## config.mk

```make
export PLATFORM = sky130hd
export DESIGN_NAME = scu_top
export DESIGN_NICKNAME = d
export VERILOG_FILES = /design/src/verilog/scu_pkg.sv /design/src/verilog/scu_top.sv
export SDC_FILE = /design/constraint.sdc
export NUM_CORES = 1
export LEC_CHECK = 0
export ABC_AREA = 0
export ABC_CLOCK_PERIOD_IN_PS = 3100
export BUFFER_PORTS_ARGS = -buffer_cell sky130_fd_sc_hd__buf_2
export CORE_MARGIN = 2
export CORE_UTILIZATION = 40
export CTS_BUF_LIST = sky130_fd_sc_hd__clkbuf_8
export DETAILED_ROUTE_END_ITERATION = 8
export PLACE_DENSITY_LB_ADDON = 0.12
export SLEW_MARGIN = 20
export SYNTH_ARGS = -nofsm -noshare
export SYNTH_HDL_FRONTEND = slang
export SYNTH_SLANG_ARGS = --single-unit
```

## constraint.sdc

```tcl
create_clock -name i_clk -period 3.1 [get_ports i_clk]
set_input_delay 0.465 -clock i_clk [delete_from_list [all_inputs] [get_ports i_clk]]
set_output_delay 0.465 -clock i_clk [all_outputs]
set_load 0.05 [all_outputs]
```

## src/verilog/scu_pkg.sv

```systemverilog
// Package: register map, field positions, reset values and timing counts for the smart card UART
package scu_pkg;

  // Register word offsets (byte address = 4 * index)
  localparam logic [2:0] REG_CTRL = 3'h0;
  localparam logic [2:0] REG_BRG = 3'h1;
  localparam logic [2:0] REG_TXBUF = 3'h2;
  localparam logic [2:0] REG_RXBUF = 3'h3;
  localparam logic [2:0] REG_STATUS = 3'h4;

  // Control field positions
  localparam int CTRL_TX_EN = 0;
  localparam int CTRL_RX_EN = 2;
  localparam int CTRL_DATA_INV = 6;
  localparam int CTRL_ERR_SIG_EN = 7;
  localparam int CTRL_MSB_FIRST = 8;
  localparam int CTRL_PARITY_EN = 9;
  localparam int CTRL_PARITY_ODD = 10;
  localparam int CTRL_POL_REV = 11;
  localparam int CTRL_CLK_SEL_LO = 12;

  // Status field positions
  localparam int STAT_TX_DONE = 0;
  localparam int STAT_TX_EMPTY = 1;
  localparam int STAT_RX_FULL = 2;
  localparam int STAT_RX_DONE = 3;
  localparam int STAT_COLLISION = 4;
  localparam int STAT_OVERRUN = 5;
  localparam int STAT_FRAMING = 6;
  localparam int STAT_PARITY = 7;
  localparam int STAT_ERR_SUM = 8;
  localparam int STAT_RX_AT_TXIRQ = 9;
  localparam int STAT_TX_BUSY = 10;
  localparam int STAT_RX_PIN = 11;

  // Reset values
  localparam logic [31:0] CTRL_RESET = 32'h0000_0000;
  localparam logic [7:0] BRG_RESET = 8'h00;

  // Timing counts
  localparam logic [3:0] TICKS_LAST = 4'hf;
  localparam logic [3:0] SAMPLE_PHASE = 4'h7;
  localparam logic [4:0] DIV8_LAST = 5'h07;
  localparam logic [4:0] DIV32_LAST = 5'h1f;
  localparam logic [3:0] FRAME_BITS_PAR = 4'ha;
  localparam logic [3:0] FRAME_BITS_NOPAR = 4'h9;

  // Prescaled bit clock source selection
  typedef enum logic [1:0] {
    CLK_UNDIVIDED_PERIPHERAL_CLOCK = 2'h0,
    CLK_PERIPHERAL_CLOCK_DIV8 = 2'h1,
    CLK_PERIPHERAL_CLOCK_DIV32 = 2'h2
  } scu_clk_sel_e;

  // Software control word as seen by the serial logic
  typedef struct packed {
    logic tx_en;
    logic rx_en;
    logic data_inv;
    logic err_sig_en;
    logic msb_first;
    logic parity_en;
    logic parity_odd;
    logic pol_rev;
    logic [1:0] clk_sel;
  } scu_cfg_s;

endpackage

```

## src/verilog/scu_top.sv

```systemverilog
// Smart card UART: polarity reversal, collision detection, smart card framing, Avalon slave
// Contract
// RULE_01 - Polarity reversal inverts tx and rx lines
// RULE_02 - Software keeps reversal off normally
// RULE_03 - Collision request when tx and rx differ
// RULE_04 - Software selects 8-bit, one stop bit
// RULE_05 - Direct format: even, plain, LSB first
// RULE_06 - Inverse format: odd, inverted, MSB first
// RULE_07 - Inverse sends bit 7 first, direct bit 0
// RULE_08 - Bit rate is prescaled clock/(16(n+1))
// RULE_09 - Software disables hardware flow control
// RULE_10 - Software picks tx complete interrupt cause
// RULE_11 - Transmit needs enable and loaded buffer
// RULE_12 - Receive needs enable and start bit
// RULE_13 - Tx request when shifting fully completes
// RULE_14 - Rx request when word reaches buffer
// RULE_15 - Overrun overwrites buffer, no rx request
// RULE_16 - Overrun, framing, parity errors, error sum
// RULE_17 - Parity error drives tx pin low
// RULE_18 - Error output moves tx interrupt earlier
// RULE_19 - Rx level latched at tx interrupt
// RULE_20 - Data logic inverts buffer write and read
// RULE_21 - Error low lasts one bit from stop
//
// The Avalon-MM slave port and the address map were decided locally.
`timescale 1ns/100ps
`default_nettype none

module scu_top (
  input wire logic i_clk,
  input wire logic i_sys_rst,
  input wire logic [2:0] i_avs_address,
  input wire logic i_avs_read,
  input wire logic i_avs_write,
  input wire logic [31:0] i_avs_writedata,
  input wire logic [3:0] i_avs_byteenable,
  output logic [31:0] o_avs_readdata,
  output logic o_avs_waitrequest,
  input wire logic i_serial_rx_pin,
  output logic o_serial_tx_pin,
  output logic o_tx_irq_req,
  output logic o_rx_irq_req,
  output logic o_collision_irq_req
);

  ////////////////////////////////////////////////////////////////////////////
  // Declarations
  logic [31:0] ctrl_q;
  logic [7:0] brg_q;
  logic [7:0] txbuf_q;
  logic tx_empty_q;
  logic [7:0] rxbuf_q;
  logic rx_full_q;
  logic tx_done_q, rx_done_q, coll_q, ovr_q, frm_q, par_q, rx_at_txirq_q;
  logic ack;
  logic [31:0] rdata_q;
  logic wr_ack, rd_ack;
  scu_pkg::scu_cfg_s cfg;
  logic [4:0] pre_cnt_q;
  logic pre_en;
  logic [7:0] brg_cnt_q;
  logic tick;
  logic tx_busy_q;
  logic [3:0] tx_phase_q;
  logic [3:0] tx_idx_q;
  logic [10:0] tx_frame_q;
  logic tx_bit;
  logic tx_load;
  logic tx_last_bit;
  logic tx_irq_set;
  logic tx_pin_d;
  logic rx_line;
  typedef enum logic [1:0] {RX_IDLE, RX_START, RX_BITS, RX_STOP} scu_rx_state_e;
  scu_rx_state_e rx_state_q;
  logic [3:0] rx_phase_q;
  logic [3:0] rx_idx_q;
  logic [7:0] rx_shift_q;
  logic rx_par_acc_q;
  logic rx_sample;
  logic rx_word_done, rx_frm_err, rx_par_err;
  logic err_low_q;
  logic [3:0] err_phase_q;
  logic coll_set;
  logic [3:0] last_idx;

  // Reverse the bit order of a byte
  function automatic logic [7:0] scu_rev8(input logic [7:0] v);
    logic [7:0] r;
    r = 8'h00;
    for (int k = 0; k < 8; k++) begin
      r[k] = v[7 - k];
    end
    return r;
  endfunction

  // Byte-lane merge for a control word write
  function automatic logic [31:0] scu_merge(input logic [31:0] old, input logic [31:0] wd,
                                            input logic [3:0] be);
    logic [31:0] m;
    m = old;
    for (int b = 0; b < 4; b++) begin
      if (be[b]) begin
        m[b*8 +: 8] = wd[b*8 +: 8];
      end
    end
    return m;
  endfunction

  ////////////////////////////////////////////////////////////////////////////
  // Avalon slave: waitrequest held high, dropped for exactly one cycle per access
  // Waitrequest is the flop itself so the bus sees a clean registered level
  always_ff @(posedge i_clk) begin
    if (i_sys_rst) begin
      o_avs_waitrequest <= 1'b1;
    end else begin
      o_avs_waitrequest <= ~((i_avs_read | i_avs_write) & o_avs_waitrequest);
    end
  end

  assign ack = ~o_avs_waitrequest;
  assign wr_ack = i_avs_write & ack;
  assign rd_ack = i_avs_read & ack;

  // Read data registered in the wait cycle, standing at the acknowledge edge
  always_ff @(posedge i_clk) begin
    if (i_sys_rst) begin
      rdata_q <= 32'h0000_0000;
    end else if (i_avs_read & o_avs_waitrequest) begin
      rdata_q <= 32'h0000_0000;
      unique case (i_avs_address)
        scu_pkg::REG_CTRL: rdata_q <= ctrl_q;
        scu_pkg::REG_BRG: rdata_q[7:0] <= brg_q;
        // Data logic inversion applied on the way out of the receive buffer
        // RULE_20 read inversion
        scu_pkg::REG_RXBUF: rdata_q[7:0] <= rxbuf_q ^ {8{cfg.data_inv}};
        scu_pkg::REG_STATUS: begin
          rdata_q[scu_pkg::STAT_TX_DONE] <= tx_done_q;
          rdata_q[scu_pkg::STAT_TX_EMPTY] <= tx_empty_q;
          rdata_q[scu_pkg::STAT_RX_FULL] <= rx_full_q;
          rdata_q[scu_pkg::STAT_RX_DONE] <= rx_done_q;
          rdata_q[scu_pkg::STAT_COLLISION] <= coll_q;
          rdata_q[scu_pkg::STAT_OVERRUN] <= ovr_q;
          rdata_q[scu_pkg::STAT_FRAMING] <= frm_q;
          rdata_q[scu_pkg::STAT_PARITY] <= par_q;
          // RULE_16 error sum
          rdata_q[scu_pkg::STAT_ERR_SUM] <= ovr_q | frm_q | par_q;
          rdata_q[scu_pkg::STAT_RX_AT_TXIRQ] <= rx_at_txirq_q;
          rdata_q[scu_pkg::STAT_TX_BUSY] <= tx_busy_q;
          rdata_q[scu_pkg::STAT_RX_PIN] <= i_serial_rx_pin;
        end
        default: rdata_q <= 32'h0000_0000;
      endcase
    end
  end

  assign o_avs_readdata = rdata_q;

  // Control and rate generator registers
  always_ff @(posedge i_clk) begin
    if (i_sys_rst) begin
      ctrl_q <= scu_pkg::CTRL_RESET;
      brg_q <= scu_pkg::BRG_RESET;
    end else if (wr_ack) begin
      if (i_avs_address == scu_pkg::REG_CTRL) begin
        ctrl_q <= scu_merge(ctrl_q, i_avs_writedata, i_avs_byteenable) & 32'h0000_3fc5;
      end
      if (i_avs_address == scu_pkg::REG_BRG && i_avs_byteenable[0]) begin
        brg_q <= i_avs_writedata[7:0];
      end
    end
  end

  assign cfg.tx_en = ctrl_q[scu_pkg::CTRL_TX_EN];
  assign cfg.rx_en = ctrl_q[scu_pkg::CTRL_RX_EN];
  assign cfg.data_inv = ctrl_q[scu_pkg::CTRL_DATA_INV];
  assign cfg.err_sig_en = ctrl_q[scu_pkg::CTRL_ERR_SIG_EN];
  assign cfg.msb_first = ctrl_q[scu_pkg::CTRL_MSB_FIRST];
  assign cfg.parity_en = ctrl_q[scu_pkg::CTRL_PARITY_EN];
  assign cfg.parity_odd = ctrl_q[scu_pkg::CTRL_PARITY_ODD];
  assign cfg.pol_rev = ctrl_q[scu_pkg::CTRL_POL_REV];
  assign cfg.clk_sel = ctrl_q[scu_pkg::CTRL_CLK_SEL_LO +: 2];

  // Transmit buffer; a write while full simply replaces the pending byte
  always_ff @(posedge i_clk) begin
    if (i_sys_rst) begin
      txbuf_q <= 8'h00;
      tx_empty_q <= 1'b1;
    end else if (wr_ack && i_avs_address == scu_pkg::REG_TXBUF && i_avs_byteenable[0]) begin
      // RULE_20 write inversion
      txbuf_q <= i_avs_writedata[7:0] ^ {8{cfg.data_inv}};
      tx_empty_q <= 1'b0;
    end else if (tx_load) begin
      tx_empty_q <= 1'b1;
    end
  end

  ////////////////////////////////////////////////////////////////////////////
  // Rate generation: prescaler then reload counter; tick is the 16x sample rate
  // RULE_08 prescaler select
  always_ff @(posedge i_clk) begin
    if (i_sys_rst) begin
      pre_cnt_q <= 5'h00;
    end else begin
      pre_cnt_q <= pre_cnt_q + 5'h01;
    end
  end

  always_comb begin
    unique case (cfg.clk_sel)
      scu_pkg::CLK_UNDIVIDED_PERIPHERAL_CLOCK: pre_en = 1'b1;
      scu_pkg::CLK_PERIPHERAL_CLOCK_DIV8: pre_en = pre_cnt_q[2:0] == scu_pkg::DIV8_LAST[2:0];
      scu_pkg::CLK_PERIPHERAL_CLOCK_DIV32: pre_en = pre_cnt_q == scu_pkg::DIV32_LAST;
      default: pre_en = 1'b1;
    endcase
  end

  // RULE_08 divide by n+1
  always_ff @(posedge i_clk) begin
    if (i_sys_rst) begin
      brg_cnt_q <= 8'h00;
    end else if (pre_en) begin
      brg_cnt_q <= (brg_cnt_q == 8'h00) ? brg_q : brg_cnt_q - 8'h01;
    end
  end

  assign tick = pre_en & (brg_cnt_q == 8'h00);

  ////////////////////////////////////////////////////////////////////////////
  // Transmitter
  // RULE_11 start condition
  assign tx_load = ~tx_busy_q & cfg.tx_en & ~tx_empty_q;
  assign last_idx = cfg.parity_en ? scu_pkg::FRAME_BITS_PAR : scu_pkg::FRAME_BITS_NOPAR;
  assign tx_last_bit = tick & (tx_phase_q == scu_pkg::TICKS_LAST) & (tx_idx_q == last_idx);

  // Frame built at load: start, data in chosen order, optional parity, stop
  always_ff @(posedge i_clk) begin
    if (i_sys_rst) begin
      tx_busy_q <= 1'b0;
      tx_phase_q <= 4'h0;
      tx_idx_q <= 4'h0;
      tx_frame_q <= 11'h7ff;
    end else if (tx_load) begin
      tx_busy_q <= 1'b1;
      tx_phase_q <= 4'h0;
      tx_idx_q <= 4'h0;
      // RULE_07 bit order
      tx_frame_q[8:1] <= cfg.msb_first ? scu_rev8(txbuf_q) : txbuf_q;
      tx_frame_q[0] <= 1'b0;
      tx_frame_q[9] <= cfg.parity_en ? (^txbuf_q) ^ cfg.parity_odd : 1'b1;
      tx_frame_q[10] <= 1'b1;
    end else if (tx_busy_q && tick) begin
      tx_phase_q <= tx_phase_q + 4'h1;
      if (tx_phase_q == scu_pkg::TICKS_LAST) begin
        tx_idx_q <= tx_idx_q + 4'h1;
        if (tx_idx_q == last_idx) begin
          tx_busy_q <= 1'b0;
        end
      end
    end
  end

  // Without parity the stop bit is index 9, so index 10 never shows
  assign tx_bit = tx_busy_q ? tx_frame_q[tx_idx_q] : 1'b1;

  // RULE_13 end of shifting, RULE_18 early when error output enabled
  assign tx_irq_set = cfg.err_sig_en ?
      (tx_busy_q & tick & (tx_idx_q == last_idx) & (tx_phase_q == scu_pkg::SAMPLE_PHASE)) :
      (tx_busy_q & tx_last_bit);

  // Pin: error low overrides the frame; polarity reversal applies to every bit
  // RULE_01 output inversion, RULE_17 error low
  assign tx_pin_d = err_low_q ? 1'b0 : tx_bit ^ cfg.pol_rev;

  always_ff @(posedge i_clk) begin
    if (i_sys_rst) begin
      o_serial_tx_pin <= 1'b1;
    end else begin
      o_serial_tx_pin <= tx_pin_d;
    end
  end

  // RULE_03 collision compare at the bit centre while sending
  assign coll_set = tx_busy_q & tick & (tx_phase_q == scu_pkg::SAMPLE_PHASE) &
                    (o_serial_tx_pin != i_serial_rx_pin);

  ////////////////////////////////////////////////////////////////////////////
  // Receiver
  // RULE_01 input inversion
  assign rx_line = i_serial_rx_pin ^ cfg.pol_rev;
  assign rx_sample = tick & (rx_phase_q == scu_pkg::SAMPLE_PHASE);
  assign rx_word_done = (rx_state_q == RX_STOP) & rx_sample;
  assign rx_frm_err = ~rx_line;
  assign rx_par_err = cfg.parity_en & (rx_par_acc_q ^ cfg.parity_odd);

  // Start bit rechecked at its centre to reject glitches
  always_ff @(posedge i_clk) begin
    if (i_sys_rst) begin
      rx_state_q <= RX_IDLE;
      rx_phase_q <= 4'h0;
      rx_idx_q <= 4'h0;
      rx_shift_q <= 8'h00;
      rx_par_acc_q <= 1'b0;
    end else begin
      if (tick) begin
        rx_phase_q <= rx_phase_q + 4'h1;
      end
      unique case (rx_state_q)
        RX_IDLE: begin
          // RULE_12 start condition
          if (cfg.rx_en && !rx_line) begin
            rx_state_q <= RX_START;
            rx_phase_q <= 4'h0;
          end
        end
        RX_START: begin
          if (rx_sample) begin
            rx_state_q <= rx_line ? RX_IDLE : RX_BITS;
            rx_idx_q <= 4'h0;
            rx_par_acc_q <= 1'b0;
          end
        end
        RX_BITS: begin
          if (rx_sample) begin
            rx_idx_q <= rx_idx_q + 4'h1;
            rx_par_acc_q <= rx_par_acc_q ^ rx_line;
            if (rx_idx_q < 4'h8) begin
              rx_shift_q <= cfg.msb_first ? {rx_shift_q[6:0], rx_line} :
                                            {rx_line, rx_shift_q[7:1]};
            end
            if (rx_idx_q == last_idx - 4'h2) begin
              rx_state_q <= RX_STOP;
            end
          end
        end
        RX_STOP: begin
          if (rx_sample) begin
            rx_state_q <= RX_IDLE;
          end
        end
      endcase
    end
  end

  // Receive buffer; reading it frees it
  // RULE_14 buffer transfer, RULE_15 overwrite on overrun
  always_ff @(posedge i_clk) begin
    if (i_sys_rst) begin
      rxbuf_q <= 8'h00;
      rx_full_q <= 1'b0;
    end else if (rx_word_done) begin
      rxbuf_q <= rx_shift_q;
      rx_full_q <= 1'b1;
    end else if (rd_ack && i_avs_address == scu_pkg::REG_RXBUF) begin
      rx_full_q <= 1'b0;
    end
  end

  // Error low for one bit time from the stop sample point
  // RULE_21 one bit pulse
  always_ff @(posedge i_clk) begin
    if (i_sys_rst) begin
      err_low_q <= 1'b0;
      err_phase_q <= 4'h0;
    end else if (rx_word_done && cfg.err_sig_en && rx_par_err) begin
      err_low_q <= 1'b1;
      err_phase_q <= 4'h0;
    end else if (err_low_q && tick) begin
      err_phase_q <= err_phase_q + 4'h1;
      if (err_phase_q == scu_pkg::TICKS_LAST) begin
        err_low_q <= 1'b0;
      end
    end
  end

  ////////////////////////////////////////////////////////////////////////////
  // Sticky status: hardware set wins over software write-one-to-clear
  always_ff @(posedge i_clk) begin
    if (i_sys_rst) begin
      tx_done_q <= 1'b0;
      rx_done_q <= 1'b0;
      coll_q <= 1'b0;
      ovr_q <= 1'b0;
      frm_q <= 1'b0;
      par_q <= 1'b0;
    end else begin
      if (wr_ack && i_avs_address == scu_pkg::REG_STATUS && i_avs_byteenable[0]) begin
        tx_done_q <= tx_done_q & ~i_avs_writedata[scu_pkg::STAT_TX_DONE];
        rx_done_q <= rx_done_q & ~i_avs_writedata[scu_pkg::STAT_RX_DONE];
        coll_q <= coll_q & ~i_avs_writedata[scu_pkg::STAT_COLLISION];
        ovr_q <= ovr_q & ~i_avs_writedata[scu_pkg::STAT_OVERRUN];
        frm_q <= frm_q & ~i_avs_writedata[scu_pkg::STAT_FRAMING];
        par_q <= par_q & ~i_avs_writedata[scu_pkg::STAT_PARITY];
      end
      if (tx_irq_set) begin
        tx_done_q <= 1'b1;
      end
      if (rx_word_done && !rx_full_q) begin
        rx_done_q <= 1'b1;
      end
      if (coll_set) begin
        coll_q <= 1'b1;
      end
      // RULE_16 error detection
      if (rx_word_done) begin
        if (rx_full_q) begin
          ovr_q <= 1'b1;
        end
        if (rx_frm_err) begin
          frm_q <= 1'b1;
        end
        if (rx_par_err) begin
          par_q <= 1'b1;
        end
      end
    end
  end

  // RULE_19 card error level captured at transmit interrupt
  always_ff @(posedge i_clk) begin
    if (i_sys_rst) begin
      rx_at_txirq_q <= 1'b1;
    end else if (tx_irq_set) begin
      rx_at_txirq_q <= rx_line;
    end
  end

  // Request pulses, one cycle each; overrun suppresses the receive request
  // RULE_03 collision request, RULE_13 tx request, RULE_15 no rx request on overrun
  always_ff @(posedge i_clk) begin
    if (i_sys_rst) begin
      o_tx_irq_req <= 1'b0;
      o_rx_irq_req <= 1'b0;
      o_collision_irq_req <= 1'b0;
    end else begin
      o_tx_irq_req <= tx_irq_set;
      o_rx_irq_req <= rx_word_done & ~rx_full_q;
      o_collision_irq_req <= coll_set;
    end
  end

endmodule

`default_nettype wire

```

==> results of run 1 <==
==> flip-flops by register name (all words and copies together), names as in the netlist, 5 cells and up, named ones only <==
register,flops
brg_cnt_q,8
brg_q,8
ctrl_q,10
o_avs_readdata,14
pre_cnt_q,5
rx_shift_q,8
rxbuf_q,8
tx_frame_q,10
txbuf_q,8
==> area by class of cell <==
class                   count  area share [%]
multi-input cells         479            48.8
clock inverters             8           0.532
repair buffers             51            4.38
well taps                 180            3.55
clock buffers              23            4.99
inverters                   9           0.532
flip-flops and latches    118            37.2
==> metrics by stage <==
step                total power [mW]  utilization [%]  cells
floorplan                       2.38                -    665
global placement                2.51             43.0    837
detailed placement              2.53             43.0    837
CTS                             3.77             45.5    868
global route                    3.93             45.5    868
finish                          3.73             45.5    868
==> per-layer routing <==
metal	up-vias	track usage, %	share of wire, %
met2	126	30.4	46
met4	0	7.39	1.5
met3	18	6.14	5.3
li1	2317	-	-
met1	2154	25.4	47
met5	-	0	0
==> placed cells by master, fill, tap and decap left out, drive strengths merged, types with 16 or more instances in the layout <==
master | synthesis | final
a211oi | 22 | 22
a21oi | 41 | 41
buf | 40 | 51
clkbuf | 19 | 23
conb | 1 | 18
dfxtp | 118 | 118
mux2i | 39 | 39
nand2 | 65 | 65
nor2 | 83 | 83
nor3 | 20 | 20
o21ai | 16 | 16
xnor2 | 26 | 26
==> critical path, stage by stage, from the launching register on <==
cell and delay, ns:
dfxtp_1 0.35, ha_1 0.17, and3_1 0.16, ha_1 0.16
a221o_1 0.32, and4_2 0.59, nand2b_2 0.18, o21ai_0 0.48
nor2_1 0.11
==> cell families (layout without fill, tap and decap cells) <==
logic type / Yosys count / after routing
xor+xnor: 40 / 40
buf+inv: 68 / 91
flops: 118 / 118
mux: 44 / 44
fa+ha+maj: 11 / 11
compound gates: 130 / 130
simple gates: 236 / 236
other cells: 1 / 18
==> how the worst max path moves through the flow <==
| stage | endpoint | cells after the start |
|---|---|---|
| after floorplan | frm_q | 8 |
| after global placement | err_phase_q[3] | 8 |
| after detailed placement | err_phase_q[0] | 8 |
| after CTS | err_phase_q[0] | 8 |
| after global routing | err_phase_q[0] | 8 |
| final | err_phase_q[0] | 8 |
==> power by group through the flow <==
| stage | sequential, mW | clock, mW | combinational [mW] |
|---|---|---|---|
| 2_1_floorplan | 1.72 | 0 | 0.658 |
| 4_1_cts | 1.68 | 1.28 | 0.809 |
| 6_report | 1.69 | 1.24 | 0.805 |
| 3_5_place_dp | 1.72 | 0 | 0.807 |
| 3_3_place_gp | 1.71 | 0 | 0.791 |
| 5_1_grt | 1.70 | 1.34 | 0.893 |
==> results_dict.tcl, run 1 <==
set metrics [dict create \
    ir_worst_vdd_uv 334 \
    fp.dieW_um 124 \
    critPathCaptureType "register" \
    r2r_cells 8 \
    synthesis.area_um2 5750 \
    cap_violations 0 \
    synth-seq-cells 118 \
    critPathKind "reg -> reg" \
    initialDrtViolationCount 313 \
    clk_latency_ns 0.44 \
    yosys.area.top_type_share_pct 41.1 \
    detail-route-antenna-nets 0 \
    path_clk_slew_ns 0.06 \
    vias 4615 \
    via_per_inst 5.32 \
    design.core.area_um2 13900 \
    grt_setup_unrepaired "no" \
    cts.sinks 118 \
    hpwlAfterDp_um 9730 \
    grt_max_degree 88 \
    hold_end "o_avs_waitrequest" \
    htreeDepth 4 \
    wire_per_inst_um 16.1 \
    min_path_cells 2 \
    cts_resized 0 \
    leakagePower_nw 2.37 \
    synthXorXnorAreaFrac_pct 6.33 \
    cts-root-buf "clkbuf_8" \
    synth.most_common_cell "dfxtp_1" \
    slew-limit-headroom_pct 32.9 \
    fin_worst_skew_ns 0.0128 \
    hp-class "in -> reg" \
    finalHoldViolCount 0 \
    rows 43 \
    internal-power_mw 2.52 \
    synth_top_family_by_area "simple AND/OR/NAND/NOR gates" \
    routabilityCongestion 0.820 \
    sw_frac_of_total_pct 32.3 \
    post_cts_buffers 0 \
    worst_pin_slew_ns 1.00 \
    synth_top_area_cell "dfxtp_1" \
    whs_ns 0.260 \
    startpoint "pre_cnt_q[0]" \
    drive_gt1_share_pct 15.0 \
    synth_edf_count 0 \
    antenna_found_initial 0 \
    syn_to_final_growth_pct 10.4 \
    crit_required_ns 3.40 \
    worst_slack_ns 0.427 \
    crit_arrival_ns 2.97 \
    ys_warn_count 0 \
    drcViolationCount 0 \
    dpl_worst_slack_ns 0.483 \
    ys_types 64 \
    status "complete, no violations" \
    grt_overflow 0 \
    synthMuxAreaShare_pct 8.16 \
    startpoint_type "register" \
    synth-main-ff-cell "dfxtp_1" \
    gr-usage-all-layers_pct 19.6 \
    setup_viol 0 \
    cts_made_buffers 17 \
    synth_compound_area_share_pct 15.2 \
    syn_inst 648 \
    r2r_start "pre_cnt_q[0]" \
    powerDensity_nw_per_um2 587 \
    fin_tns_setup_ns 0 \
    pwr-share-clk_pct 33.2 \
    numPortBuffers 42 \
    ys_seq_area_share_pct 41.1 \
    antenna_cells 0 \
    regToRegSetupSlack_ns 0.43 \
    synthTopCellsByCount "dfxtp_1, nor2_1, nand2_1, a21oi_1, mux2i_1" \
    n_fill_cell 1363 \
    cts_tree "built" \
    synthSimpleGateAreaFrac_pct 20.6 \
    die_h_um 124 \
    start_util_pct 41.2 \
    grt_pass1_wl_um 22500 \
    crit_fanout 19 \
    p_seq_share_pct 45.2 \
    grt_pass1_vias 4353 \
    p_comb_share_pct 21.6 \
    synth_fa_ha_area_share_pct 2.39 \
    dpl_cell_area_um2 6000 \
    yosys-top-cells-area "dfxtp_1, mux2i_1, nor2_1, nand2_1, xnor2_1" \
    reg2reg_to "err_phase_q[0]" \
    seq_area_um2 2360 \
    min_period_over_period_pct 86.2 \
    worstHoldStart "i_avs_write" \
    multi_input_area_um2 3100 \
    switchingPower_mw 1.20 \
    ys_async_sr_fraction_pct 0 \
    hold_buffers 0 \
    finalCriticalPeriod_ns 2.67 \
    avgSynthCellArea_um2 8.87 \
    firstDrtPassIters 5 \
    max_freq_mhz 374 \
    final_area_um2 6350 \
    die_area_um2 15300 \
    nets 731 \
    slew_viol_final 0 \
    ios 81 \
    clockBufferDepth 2 \
    totalWireLength_um 14000 \
]
(Power assumes the default switching activity.)
==> inputs of run 2 (changes only) <==
==> constraint.sdc (replaced) <==
create_clock -name i_clk -period 3.1 [get_ports i_clk]
set_input_delay 0.31 -clock i_clk [delete_from_list [all_inputs] [get_ports i_clk]]
set_output_delay 0.31 -clock i_clk [all_outputs]
set_load 0.05 [all_outputs]
==> run 2 against run 1 <==
Net effect:
- non-clock buffer count is the same
- cell count grew 0.12%
- cell area grew 1.9%
- critical endpoint is now err_phase_q[2]
- critical path type unchanged
- largest cell class unchanged
==> results_dict.tcl, run 2 (synthesis gave the netlist of run 1 again) <==
set metrics [dict create \
    path_buf_inv 0 \
    vias 4633 \
    crit_fanout 19 \
    drive_gt1_share_pct 15.8 \
    grt_overflow 0 \
    dpl_worst_slack_ns 0.430 \
    antenna_cells 0 \
    gr-usage-all-layers_pct 19.7 \
    startpoint_type "register" \
    hpwlAfterDp_um 9690 \
    critPathKind "reg -> reg" \
    post_cts_buffers 0 \
    finalHoldViolCount 0 \
    cts-root-buf "clkbuf_8" \
    clockBufferDepth 2 \
    die_h_um 124 \
    rows 43 \
    n_fill_cell 1350 \
    grt_pass1_vias 4487 \
    cap_violations 0 \
    crit_arrival_ns 3.03 \
    leakagePower_nw 2.41 \
    design.core.area_um2 13900 \
    htreeDepth 4 \
    worst_pin_slew_ns 1.02 \
    clk_latency_ns 0.45 \
    grt_max_degree 88 \
    detail-route-antenna-nets 0 \
    cts_tree "built" \
    syn_to_final_growth_pct 12.5 \
    cts_made_buffers 17 \
    grt_pass1_wl_um 22900 \
    powerDensity_nw_per_um2 638 \
    wire_per_inst_um 16.0 \
    nets 731 \
    status "complete, no violations" \
    largest_reg_flops 14 \
    setup_viol 0 \
    cts_resized 0 \
    start_util_pct 41.2 \
    hp-class "in -> reg" \
    ios 81 \
    slew-limit-headroom_pct 31.8 \
    fin_tns_setup_ns 0 \
    cp_cell_sequence "ha_1 -> and3_1 -> ha_1 -> a221o_1 -> and4_2 -> nand2b_2 -> o21ai_0 -> nor2_1" \
    totalWireLength_um 13900 \
    die_area_um2 15300 \
    path_clk_slew_ns 0.07 \
    numPortBuffers 42 \
    initialDrtViolationCount 315 \
    critPathCaptureType "register" \
    antenna_found_initial 0 \
    min_period_over_period_pct 87.8 \
    cpMostUsedCell "ha_1" \
    drcViolationCount 0 \
    final_common_cell "dfxtp_1" \
    slowest_delay_ns 0.59 \
    cts.sinks 118 \
    critical_path.top_delay_family "simple AND/OR/NAND/NOR gates" \
    most-common-layout-cells "dfxtp_1, nor2_1, nand2_1" \
    grt_setup_unrepaired "no" \
    max_freq_mhz 367 \
    firstDrtPassIters 4 \
    cp_slowest_cell "and4_2" \
    worst_slack_ns 0.377 \
    via_per_inst 5.33 \
    routabilityCongestion 0.831 \
    ir_worst_vdd_uv 328 \
    slew_viol_final 0 \
    finalCriticalPeriod_ns 2.72 \
    crit_required_ns 3.41 \
    fp.dieW_um 124 \
    hold_buffers 0 \
    fin_worst_skew_ns 0.0121 \
]
-- run 2: per-layer routing --
metal	up-vias	GRT usage, %	share of wire [%]
li1	2318	-	-
met1	2164	25.7	46
met2	126	30.8	46
met3	25	4.95	6.1
met4	0	8.45	2.7
met5	-	0	0
-- run 2: path summary, 6_finish.rpt --
kind,startpoint,endpoint,slack [ns],depth (start not counted)
setup / recovery,pre_cnt_q[0],err_phase_q[2],0.38,8
hold / removal,i_avs_write,o_avs_waitrequest,0.09,2
setup reg to reg,pre_cnt_q[0],err_phase_q[2],0.38,8
hold reg to reg,tx_frame_q[0],tx_frame_q[0],0.45,2
-- run 2: cell type report --
cell class / count / area [um^2] / area share (%)
Clock buffer: 24 / 330 / 5.11
Timing Repair Buffer: 51 / 278 / 4.30
Multi-Input combinational cell: 479 / 3100 / 47.9
Tap cell: 180 / 225 / 3.48
Clock inverter: 8 / 140 / 2.17
Inverter: 9 / 33.8 / 0.522
Sequential cell: 118 / 2360 / 36.5
-- run 2: report_power, final --
group          switching [mW]  leakage, nW  internal (mW)  total (mW)
clock network           0.617        0.245           1.02        1.64
logic                   0.522         1.21          0.278       0.800
registers               0.100        0.955           1.59        1.69
-- run 2: per-stage QoR --
step / area, um^2 / util, % / hold slack [ns] / std cells / total power, mW
after floorplan: 5810 / - / 0.418 / 665 / 2.38
after global placement: 6000 / 43.0 / 0.430 / 837 / 2.50
after detailed placement: 6000 / 43.0 / 0.436 / 837 / 2.52
after CTS: 6470 / 46.4 / 0.0742 / 869 / 4.16
after global routing: 6470 / 46.4 / 0.102 / 869 / 4.34
final: 6470 / 46.4 / 0.0926 / 869 / 4.13
==> inputs of run 3 (changes only) <==
Settings changed: SETUP_SLACK_MARGIN from default to 0.4.
==> run 3 against run 2 <==
Net effect:
- hold slack better by 0.0022 ns
- global-route usage stayed put
- sequential share of layout area hardly changed
- via count is 1.1% higher
- cell area hardly changed
- sequential cell count stayed put
- non-clock buffer count stayed put
- register-to-register slack better by 0.34 ns
- count of clock-buffer cells in the layout stayed put
- die area stayed put
- clock skew is 0.0011 ns higher
- highest routed layer unchanged
==> results_dict.tcl, run 3 (synthesis gave the netlist of run 1 again) <==
set metrics [dict create \
    status "complete, no violations" \
    dpl_cell_area_um2 6000 \
    r2r_cells 9 \
    crit_arrival_ns 2.68 \
    htreeDepth 4 \
    dr_wl_met2_um 6370 \
    totalWireLength_um 13900 \
    die_h_um 124 \
    drcViolationCount 0 \
    p_seq_share_pct 40.8 \
    ir_worst_vdd_uv 323 \
    grt_pass1_wl_um 22900 \
    hp-class "in -> reg" \
    cp_slowest_cell "dfxtp_1" \
    power.total_mw 4.14 \
    cts_tree "built" \
    routabilityCongestion 0.831 \
    seq_area_um2 2360 \
    path_clk_slew_ns 0.07 \
    fin_worst_skew_ns 0.0131 \
    min_period_over_period_pct 77.0 \
    vias 4686 \
    initialDrtViolationCount 329 \
    via_per_inst 5.39 \
    wire_per_inst_um 16.0 \
    internal-power_mw 2.89 \
    crit_required_ns 3.40 \
    startpoint_type "register" \
    switchingPower_mw 1.24 \
    fin_tns_setup_ns 0 \
    setup_viol 0 \
    final_common_cell "dfxtp_1" \
    cap_violations 0 \
    hpwlAfterDp_um 9690 \
    cts.sinks 118 \
    grt_max_degree 88 \
    clk_latency_ns 0.45 \
    wl_met1_um 6540 \
    syn_to_final_growth_pct 12.5 \
    n_fill_cell 1352 \
    most-common-layout-cells "dfxtp_1, nor2_1, nand2_1" \
    start_util_pct 41.2 \
    finalHoldViolCount 0 \
    routed-wl-met3_um 709 \
    slew_viol_final 0 \
    cts-root-buf "clkbuf_8" \
    grt_pass1_vias 4487 \
    firstDrtPassIters 5 \
    rows 43 \
    gr-usage-all-layers_pct 19.7 \
    path_buf_inv 1 \
    pwr-share-clk_pct 39.6 \
    nets 731 \
    p_comb_share_pct 19.6 \
    grt_setup_unrepaired "no" \
    max_freq_mhz 419 \
    slowest_delay_ns 0.35 \
    cts_made_buffers 17 \
    fp.dieW_um 124 \
    final_area_um2 6470 \
    antenna_found_initial 0 \
    routed.top_layer "met4" \
    detail-route-antenna-nets 0 \
    crit_fanout 14 \
    antenna_cells 0 \
    cp.depth 9 \
    cpMostUsedCell "ha_1" \
    drive_gt1_share_pct 15.8 \
    min_path_cells 2 \
    clockBufferDepth 2 \
    finalCriticalPeriod_ns 2.39 \
    post_cts_buffers 0 \
    powerDensity_nw_per_um2 640 \
    multi_input_area_um2 3100 \
    design.core.area_um2 13900 \
    worst_pin_slew_ns 1.02 \
    grt_overflow 0 \
    leakagePower_nw 2.42 \
    critPathCaptureType "register" \
    ios 81 \
    largest_reg_flops 14 \
    sw_frac_of_total_pct 30.0 \
    critical_path.top_delay_family "simple AND/OR/NAND/NOR gates" \
    slew-limit-headroom_pct 31.6 \
    numPortBuffers 42 \
    die_area_um2 15300 \
    critPathKind "reg -> reg" \
    cp_cell_sequence "ha_1 -> and3_1 -> ha_1 -> a221o_1 -> nand4_4 -> nor4_4 -> buf_4 -> mux2i_1 -> nor2_1" \
]
-- run 3: cell counts in the layout (fill, tap and decap cells not counted) --
Identical to the previous run, type by type.
-- run 3: area by class of cell --
class | instances | area share (%)
multi-input combinational | 479 | 47.9
sequential | 118 | 36.5
clock buffer | 24 | 5.11
timing repair buffer | 51 | 4.29
tap | 180 | 3.48
clock inverter | 8 | 2.17
inverter | 9 | 0.522
-- run 3: repair_timing --
| action | in CTS | in global routing |
|---|---|---|
| hold buffers | 0 | 0 |
| endpoints found under the setup margin | 0 | 5 |
| endpoints found under the hold margin | 0 | 0 |
| gates resized for setup | 0 | 2 |
-- run 3: power by group through the flow --
stage	logic, mW	clock network (mW)	registers [mW]
after floorplan	0.658	0	1.72
after global placement	0.790	0	1.71
after detailed placement	0.799	0	1.72
after CTS	0.805	1.67	1.68
after global routing	0.908	1.74	1.70
final	0.811	1.64	1.69
-- run 3: layer usage --
metal	up-vias	GRT usage (%)
met4	0	8.45
met5	-	0
met2	136	30.8
li1	2315	-
met1	2209	25.7
met3	26	4.95
-- run 3: stage by stage --
step,cells,setup slack [ns],hold slack (ns),utilization (%)
6_report,869,0.713,0.0948,46.4
5_1_grt,869,0.452,0.102,46.4
4_1_cts,869,0.432,0.0742,46.4
3_5_place_dp,837,0.430,0.436,43.0
3_3_place_gp,837,0.540,0.430,43.0
2_1_floorplan,665,0.853,0.418,-
-- run 3: worst reg2reg max path: stages, from the launching register on --
cell and delay (ns):
dfxtp_1 0.35, ha_1 0.17, and3_1 0.16, ha_1 0.16, a221o_1 0.34, nand4_4 0.27, nor4_4 0.27, buf_4 0.26
mux2i_1 0.21, nor2_1 0.05
-- run 3: worst paths after layout --
check	startpoint	to	slack, ns
hold / removal	i_avs_write	o_avs_waitrequest	0.09
setup / recovery	pre_cnt_q[0]	rx_shift_q[0]	0.71
hold reg to reg	tx_frame_q[0]	tx_frame_q[0]	0.45
setup reg to reg	pre_cnt_q[0]	rx_shift_q[0]	0.71
